==> src/dacpc_pkg.sv <==
// Constants and types shared by the dual converter power and readout control.
// Assumes every user sits on the clk_sys domain.
package dacpc_pkg;

  localparam int unsigned RESULT_WIDTH = 16;
  localparam int unsigned RESULT_MSB   = RESULT_WIDTH - 1;
  localparam int unsigned COUNT_WIDTH  = 3;

  localparam logic [COUNT_WIDTH-1:0] COUNT_ZERO  = 3'h0;
  localparam logic [COUNT_WIDTH-1:0] COUNT_ONE   = 3'h1;
  localparam logic [COUNT_WIDTH-1:0] NAP_COUNT   = 3'h2;
  localparam logic [COUNT_WIDTH-1:0] SLEEP_COUNT = 3'h4;
  localparam logic [COUNT_WIDTH-1:0] WAKE_COUNT  = 3'h5;

  localparam logic [RESULT_WIDTH-1:0] RESULT_RESET = 16'h0000;

  typedef enum logic [1:0] {
    PWR_OPER,
    PWR_NAP,
    PWR_SLEEP
  } dacpc_power_type;

endpackage

==> src/dacpc_core.sv <==
// Conversion timing, serial readout, echo clock and nap/sleep control.
// Assumes strobe, serial clock and straps are pins sampled by clk_sys,
// and the analog core answers convert_start with core_done and results.
`timescale 1ns/1ps
module dacpc_core
  import dacpc_pkg::*;
(
  input  wire logic                    clk_sys,               // System clock
  input  wire logic                    rst,                   // Power-on reset, active high
  input  wire logic                    conversion_strobe,     // Strobe pin
  input  wire logic                    serial_clock,          // Serial clock pin
  input  wire logic                    echo_disable_strap,    // High turns echo clock off
  input  wire logic                    reference_buffer_strap,// High enables ref buffer
  input  wire logic                    io_standard_select,    // High selects differential
  input  wire logic                    core_done,             // Core result ready, pulse
  input  wire logic [RESULT_WIDTH-1:0] core_result_one,       // Channel one result
  input  wire logic [RESULT_WIDTH-1:0] core_result_two,       // Channel two result
  output logic                         sample_start,          // Start sampling, pulse
  output logic                         convert_start,         // Start conversion, pulse
  output logic                         data_lane_one,         // Serial data, channel one
  output logic                         data_lane_two,         // Serial data, channel two
  output logic                         echo_clock,            // Echo of serial clock
  output logic                         echo_clock_en,         // Echo output enable
  output logic                         reference_buffer_en,   // Reference buffer on
  output logic                         lanes_differential,    // Differential signalling
  output logic                         nap_active,            // Device in nap
  output logic                         sleep_active           // Device in sleep
);

  // Synchronised pins
  logic strobe_level;
  logic strobe_rise;
  logic strobe_fall;
  logic sclk_level;
  logic sclk_rise;
  logic sclk_fall;
  logic echo_off;
  logic ref_on;
  logic diff_sel;

  dacpc_sync_edge u_sync_strobe (
    .clk_sys (clk_sys),
    .rst     (rst),
    .pin_in  (conversion_strobe),
    .level   (strobe_level),
    .rise    (strobe_rise),
    .fall    (strobe_fall)
  );

  // Serial clock is only sampled; its edges pace the readout
  dacpc_sync_edge u_sync_sclk (
    .clk_sys (clk_sys),
    .rst     (rst),
    .pin_in  (serial_clock),
    .level   (sclk_level),
    .rise    (sclk_rise),
    .fall    (sclk_fall)
  );

  dacpc_sync_edge u_sync_echo_strap (
    .clk_sys (clk_sys),
    .rst     (rst),
    .pin_in  (echo_disable_strap),
    .level   (echo_off),
    .rise    (),
    .fall    ()
  );

  dacpc_sync_edge u_sync_ref_strap (
    .clk_sys (clk_sys),
    .rst     (rst),
    .pin_in  (reference_buffer_strap),
    .level   (ref_on),
    .rise    (),
    .fall    ()
  );

  dacpc_sync_edge u_sync_io_sel (
    .clk_sys (clk_sys),
    .rst     (rst),
    .pin_in  (io_standard_select),
    .level   (diff_sel),
    .rise    (),
    .fall    ()
  );

  function automatic logic [RESULT_WIDTH-1:0] shift_out(
    input logic [RESULT_WIDTH-1:0] word
  );
    shift_out = {word[RESULT_MSB-1:0], 1'b0};
  endfunction

  // Power state
  dacpc_power_type        power_q;
  dacpc_power_type        power_d;
  logic [COUNT_WIDTH-1:0] pulse_cnt_q;
  logic [COUNT_WIDTH-1:0] pulse_cnt_d;
  logic [COUNT_WIDTH-1:0] pulse_cnt_inc;
  logic                   sclk_wakes;

  assign pulse_cnt_inc = pulse_cnt_q + COUNT_ONE;

  // Differential mode cannot wake from sleep on the serial clock
  assign sclk_wakes = (power_q != PWR_SLEEP) | ~diff_sel;

  always_comb begin
    power_d     = power_q;
    pulse_cnt_d = pulse_cnt_q;
    if (sclk_rise) begin
      if (sclk_wakes) begin
        power_d     = PWR_OPER;
        pulse_cnt_d = COUNT_ZERO;
      end
    end else if (strobe_rise) begin
      pulse_cnt_d = pulse_cnt_inc;
      unique case (pulse_cnt_inc)
        NAP_COUNT:   power_d = PWR_NAP;
        SLEEP_COUNT: power_d = PWR_SLEEP;
        WAKE_COUNT: begin
          power_d     = PWR_OPER;
          pulse_cnt_d = COUNT_ZERO;
        end
        default: power_d = power_q;
      endcase
    end
  end

  always_ff @(posedge clk_sys or posedge rst) begin
    if (rst) begin
      power_q     <= PWR_OPER;
      pulse_cnt_q <= COUNT_ZERO;
    end else begin
      power_q     <= power_d;
      pulse_cnt_q <= pulse_cnt_d;
    end
  end

  // Conversion timing
  logic sample_q;
  logic convert_q;
  logic armed_q;
  logic do_sample;
  logic do_convert;

  // A strobe that itself ends in nap still samples; nap only stops later ones
  assign do_sample  = strobe_rise & (power_q == PWR_OPER);
  assign do_convert = strobe_fall & armed_q;

  always_ff @(posedge clk_sys or posedge rst) begin
    if (rst) begin
      sample_q  <= 1'b0;
      convert_q <= 1'b0;
      armed_q   <= 1'b0;
    end else begin
      sample_q  <= do_sample;
      convert_q <= do_convert;
      if (do_sample) begin
        armed_q <= 1'b1;
      end else if (strobe_fall) begin
        armed_q <= 1'b0;
      end
    end
  end

  // Readout: previous result goes out, giving one cycle of latency
  logic [RESULT_WIDTH-1:0] hold_one_q;
  logic [RESULT_WIDTH-1:0] hold_two_q;
  logic [RESULT_WIDTH-1:0] shift_one_q;
  logic [RESULT_WIDTH-1:0] shift_two_q;
  logic                    lane_one_q;
  logic                    lane_two_q;

  always_ff @(posedge clk_sys or posedge rst) begin
    if (rst) begin
      hold_one_q  <= RESULT_RESET;
      hold_two_q  <= RESULT_RESET;
      shift_one_q <= RESULT_RESET;
      shift_two_q <= RESULT_RESET;
      lane_one_q  <= 1'b0;
      lane_two_q  <= 1'b0;
    end else begin
      if (core_done) begin
        hold_one_q <= core_result_one;
        hold_two_q <= core_result_two;
      end
      if (do_convert) begin
        shift_one_q <= hold_one_q;
        shift_two_q <= hold_two_q;
      end else if (sclk_fall) begin
        lane_one_q  <= shift_one_q[RESULT_MSB];
        lane_two_q  <= shift_two_q[RESULT_MSB];
        shift_one_q <= shift_out(shift_one_q);
        shift_two_q <= shift_out(shift_two_q);
      end
    end
  end

  // Echo clock: same register stage as the lanes keeps skew matched
  logic echo_q;
  logic echo_en_q;

  always_ff @(posedge clk_sys or posedge rst) begin
    if (rst) begin
      echo_q    <= 1'b0;
      echo_en_q <= 1'b0;
    end else begin
      echo_en_q <= ~echo_off;
      echo_q    <= sclk_level & ~echo_off;
    end
  end

  // Strap-driven configuration, registered from the synchronised straps every cycle after reset release
  logic ref_en_q;
  logic diff_q;

  always_ff @(posedge clk_sys or posedge rst) begin
    if (rst) begin
      ref_en_q <= 1'b0;
      diff_q   <= 1'b0;
    end else begin
      ref_en_q <= ref_on;
      diff_q   <= diff_sel;
    end
  end

  assign sample_start        = sample_q;
  assign convert_start       = convert_q;
  assign data_lane_one       = lane_one_q;
  assign data_lane_two       = lane_two_q;
  assign echo_clock          = echo_q;
  assign echo_clock_en       = echo_en_q;
  assign reference_buffer_en = ref_en_q;
  assign lanes_differential  = diff_q;
  assign nap_active          = (power_q == PWR_NAP);
  assign sleep_active        = (power_q == PWR_SLEEP);

endmodule

==> src/dacpc_sync_edge.sv <==
// Two-stage synchroniser with edge pulses for one pin input.
// Assumes the pin is asynchronous to clk_sys and slower than half its rate.
`timescale 1ns/1ps
module dacpc_sync_edge (
  input  wire logic clk_sys,     // System clock
  input  wire logic rst,         // Async reset, active high
  input  wire logic pin_in,      // Asynchronous pin level
  output logic      level,       // Synchronised level
  output logic      rise,        // One-cycle pulse on rising edge
  output logic      fall         // One-cycle pulse on falling edge
);

  logic       meta_q;
  logic       sync_q;
  logic       last_q;
  logic [2:0] fill_q;

  always_ff @(posedge clk_sys or posedge rst) begin
    if (rst) begin
      meta_q <= 1'b0;
      sync_q <= 1'b0;
      last_q <= 1'b0;
      fill_q <= '0;
    end else begin
      meta_q <= pin_in;
      sync_q <= meta_q;
      last_q <= sync_q;
      fill_q <= {fill_q[1:0], 1'b1};
    end
  end

  // Edges come from the second and third stages only
  // No edges until all stages hold pin samples: a pin idling high gives no false edge
  assign level = sync_q;
  assign rise  = sync_q & ~last_q & fill_q[2];
  assign fall  = ~sync_q & last_q & fill_q[2];

endmodule

==> config.mk <==
export PLATFORM = sky130hd
export DESIGN_NAME = dacpc_core
export DESIGN_NICKNAME = d
export VERILOG_FILES = /design/src/dacpc_pkg.sv /design/src/dacpc_core.sv /design/src/dacpc_sync_edge.sv
export SDC_FILE = /design/constraint.sdc
export NUM_CORES = 1
export LEC_CHECK = 0
export ABC_AREA = 0
export BUFFER_PORTS_ARGS = -buffer_cell sky130_fd_sc_hd__buf_2
export CAP_MARGIN = 30
export CORE_MARGIN = 2
export CORE_UTILIZATION = 51
export DETAILED_ROUTE_END_ITERATION = 7
export PLACE_DENSITY = 0.83
export REMOVE_ABC_BUFFERS = 1
export SLEW_MARGIN = 20
export SYNTH_ARGS = -nofsm -noshare
export SYNTH_HDL_FRONTEND = slang
export SYNTH_SLANG_ARGS = --single-unit
==> constraint.sdc <==
create_clock -name clk_sys -period 2.5 [get_ports clk_sys]
set_clock_uncertainty 0.05 [all_clocks]
set_input_delay 0.125 -clock clk_sys [delete_from_list [all_inputs] [get_ports clk_sys]]
set_output_delay 0.125 -clock clk_sys [all_outputs]
set_load 0.005 [all_outputs]
==> flow_metrics.py <==
metrics = {
    "logic_synthesis": {
        "synth_xor_xnor_area_share_pct": 0,
        "yosysUniqueCellTypes": 26,
        "synth_enable_flop_cells": 0,
        "synthFlopType": "dfrtp_1",
        "syn_avg_cell_area_um2": 12.9,
        "synthMuxAreaShare_pct": 18.6,
        "ys_seq_area_share_pct": 64.1,
        "synth-compound-area-share_pct": 6.13,
        "synthAdderAreaFrac_pct": 1.38,
        "yosys_warnings": 0,
        "synthCells": 281,
        "yosys.area_share.simple_pct": 6.75,
        "ys_ff_latch": 93,
        "async_flop_share_pct": 100,
        "syn-cell-area_um2": 3630,
        "synth_top_family_by_area": "multiplexers",
    },
    "final_layout": {
        "syn_to_final_growth_pct": 25.9,
        "fin_util_pct": 66.9,
        "layout_common_cells": "dfrtp_1 (93), buf_2 (49), dlygate4sd3_1 (38)",
        "drive_gt1_share_pct": 28.0,
        "antennaDiodeCount": 0,
        "final_common_cell": "dfrtp_1",
        "nFillCells": 528,
        "final_nets": 411,
        "postLayoutCellArea_um2": 4570,
    },
    "setup_path": {
        "path_max_fanout": 29,
        "crit_buf_inv": 2,
        "cp.arrival_ns": 1.86,
        "path_cells": "nand4b_1 > buf_4 > inv_1 > nor2_1 > mux2_2",
        "cp_slowest_cell": "dfrtp_1",
        "slowest_delay_ns": 0.43,
        "start_kind": "flop",
        "path_class": "flop to flop",
        "required_ns": 2.69,
        "endpoint_kind": "flop",
        "path_delay_family": "flip-flops",
    },
    "timing": {
        "slew_headroom_pct": 50.1,
        "setup_tns_ns": 0,
        "hold_viol": 0,
        "rsz0062_at_grt": "false",
        "finalMaxSlewViolations": 0,
        "fmax_mhz": 596,
        "tightest_slew_ns": 0.749,
        "fin_crit_sh_pct": 67.1,
        "setup_ws_ns": 0.822,
        "setup_viol": 0,
        "period_needed_ns": 1.68,
    },
    "routing": {
        "drt-met1-wl_um": 2950,
        "routed.top_layer": "met4",
        "routedWlPerCell_um": 13.7,
        "num_vias": 2297,
        "wl_met3_um": 227,
        "vias_per_cell": 4.91,
        "firstDrtPassIters": 4,
        "postRouteAntennaNets": 0,
        "drc": 0,
        "met2_length_um": 3150,
        "initialDrtViolationCount": 140,
        "wl_um": 6430,
    },
    "run": {
        "maxCapViolCount": 0,
    },
    "floorplan": {
        "die_x_um": 88.4,
        "dieArea_um2": 7810,
        "rows": 30,
        "die_y_um": 88.4,
        "io_pins": 50,
        "core_um2": 6830,
        "start_util_pct": 53.2,
    },
    "pwr": {
        "max-vdd-ir-drop_mv": 0.443,
        "static-leakage-power_uw": 0.00226,
        "power_uw": 3860,
        "powerDensity_nw_per_um2": 844,
    },
    "clocking": {
        "post_cts_resized": 0,
        "cts_buffers": 9,
        "cts_setup_buffers": 0,
        "cts.sinks": 93,
        "clockBufferDepth": 2,
        "cts_root_buffer": "clkbuf_8",
        "insertion_delay_ns": 0.35,
        "cts_tree": "yes",
        "htreeDepth": 3,
        "path_clk_slew_ns": 0.08,
    },
    "grt": {
        "grt.total_usage_pct": 18.8,
        "antenna_found_initial": 0,
        "grt_pass1_wl_um": 11200,
        "grt.overflow.total": 0,
        "first_global_vias": 2393,
        "grt_max_degree": 60,
    },
    "place": {
        "io_buffers": 49,
        "placed_area_um2": 3970,
        "pre_cts_ws_ns": 0.876,
        "dp_hpwl_um": 3780,
        "place_congestion": 0.709,
    },
    "outcome": {
        "status": "complete, no violations",
    },
    "min_path": {
        "hold_class": "flop to flop",
    },
}
-- registers in the layout, indices dropped and copies added, names as in the netlist, 2 cells and up --
register            count
u_sync_sclk.fill_q      2
hold_one_q             16
hold_two_q             16
power_q                 2
pulse_cnt_q             3
shift_two_q            16
shift_one_q            16
-- kinds of logic after synthesis --
logic type | count (synthesis)
AO/OA/AOI/OAI | 41
adder cells (fa/ha/maj) | 4
buffers and inverters | 25
flip-flops | 93
multiplexers | 63
other | 1
AND/OR/NAND/NOR | 54
-- routing by layer --
| metal | vias up | track usage (%) |
|---|---|---|
| met1 | 1114 | 25.1 |
| met2 | 45 | 29.6 |
| met5 | - | 0 |
| met4 | 0 | 8.95 |
| li1 | 1128 | - |
| met3 | 10 | 4.10 |
-- area by class of cell --
class                   instances  area (um^2)  area share, %
well taps                      96          120           2.63
multi-input cells             163         1200           26.2
inverters                       9         35.0          0.766
repair buffers                 91          668           14.6
flip-flops and latches         93         2330           50.9
clock inverters                 4         70.1           1.53
clock buffers                  12          155           3.39
-- cell usage after synthesis, types with 2 or more instances --
cell type	number	area, um^2
inv_1	9	33.8
a21oi_1	31	155
dfrtp_1	93	2330
nand3_1	2	10.0
o41ai_1	2	17.5
nor2_1	34	128
mux2i_1	30	300
nand2_1	6	22.5
clkbuf_1	9	33.8
mux2_2	32	360
ha_1	4	50.1
nor2b_1	3	18.8
o21ai_0	6	30.0
nand3b_1	2	15.0
and3b_1	2	17.5
buf_2	5	25.0
nor3_1	2	10.0
-- per-stage QoR --
stage / instances / hold slack, ns
6_report: 468 / 0.302
5_1_grt: 468 / 0.313
4_1_cts: 468 / 0.297
3_5_place_dp: 414 / 0.162
3_3_place_gp: 414 / 0.155
2_1_floorplan: 265 / 0.106
-- repair_timing --
item | in CTS | in global routing
endpoints found under the setup margin | 0 | 0
hold buffers | 38 | 0
endpoints found under the hold margin | 71 | 0
-- power by group --
part | total, uW | leakage [uW] | switching, uW | internal, uW
combinational | 674 | 0.00104 | 288 | 385
sequential | 2070 | 0.00110 | 207 | 1870
clock | 1110 | 0.000116 | 497 | 616
-- final timing paths --
| kind | slack (ns) | startpoint | end | cells past startpoint |
|---|---|---|---|---|
| worst max-delay path | 0.82 | u_sync_sclk.fill_q[2]$_DFF_PP0_ | data_lane_one$_DFFE_PP0P_ | 5 |
| worst min register to register | 0.30 | u_sync_ref_strap.level$_DFF_PP0_ | reference_buffer_en$_DFF_PP0_ | 0 |
| max in group asynchronous | 1.38 | rst | hold_two_q[6]$_DFFE_PP0P_ | 4 |
| min in group asynchronous | 0.33 | rst | convert_start$_DFF_PP0_ | 3 |
| worst min-delay path | 0.30 | u_sync_ref_strap.level$_DFF_PP0_ | reference_buffer_en$_DFF_PP0_ | 0 |
| worst max register to register | 0.82 | u_sync_sclk.fill_q[2]$_DFF_PP0_ | data_lane_one$_DFFE_PP0P_ | 5 |
-- worst register-to-register path, delay by kind of cell, from the launching register on --
family                 cells  cell delay (ns)
DFF                        1             0.43
muxes                      1             0.37
and+or+nand+nor            2             0.33
buffers and inverters      2             0.40
(Power assumes the default switching activity.)
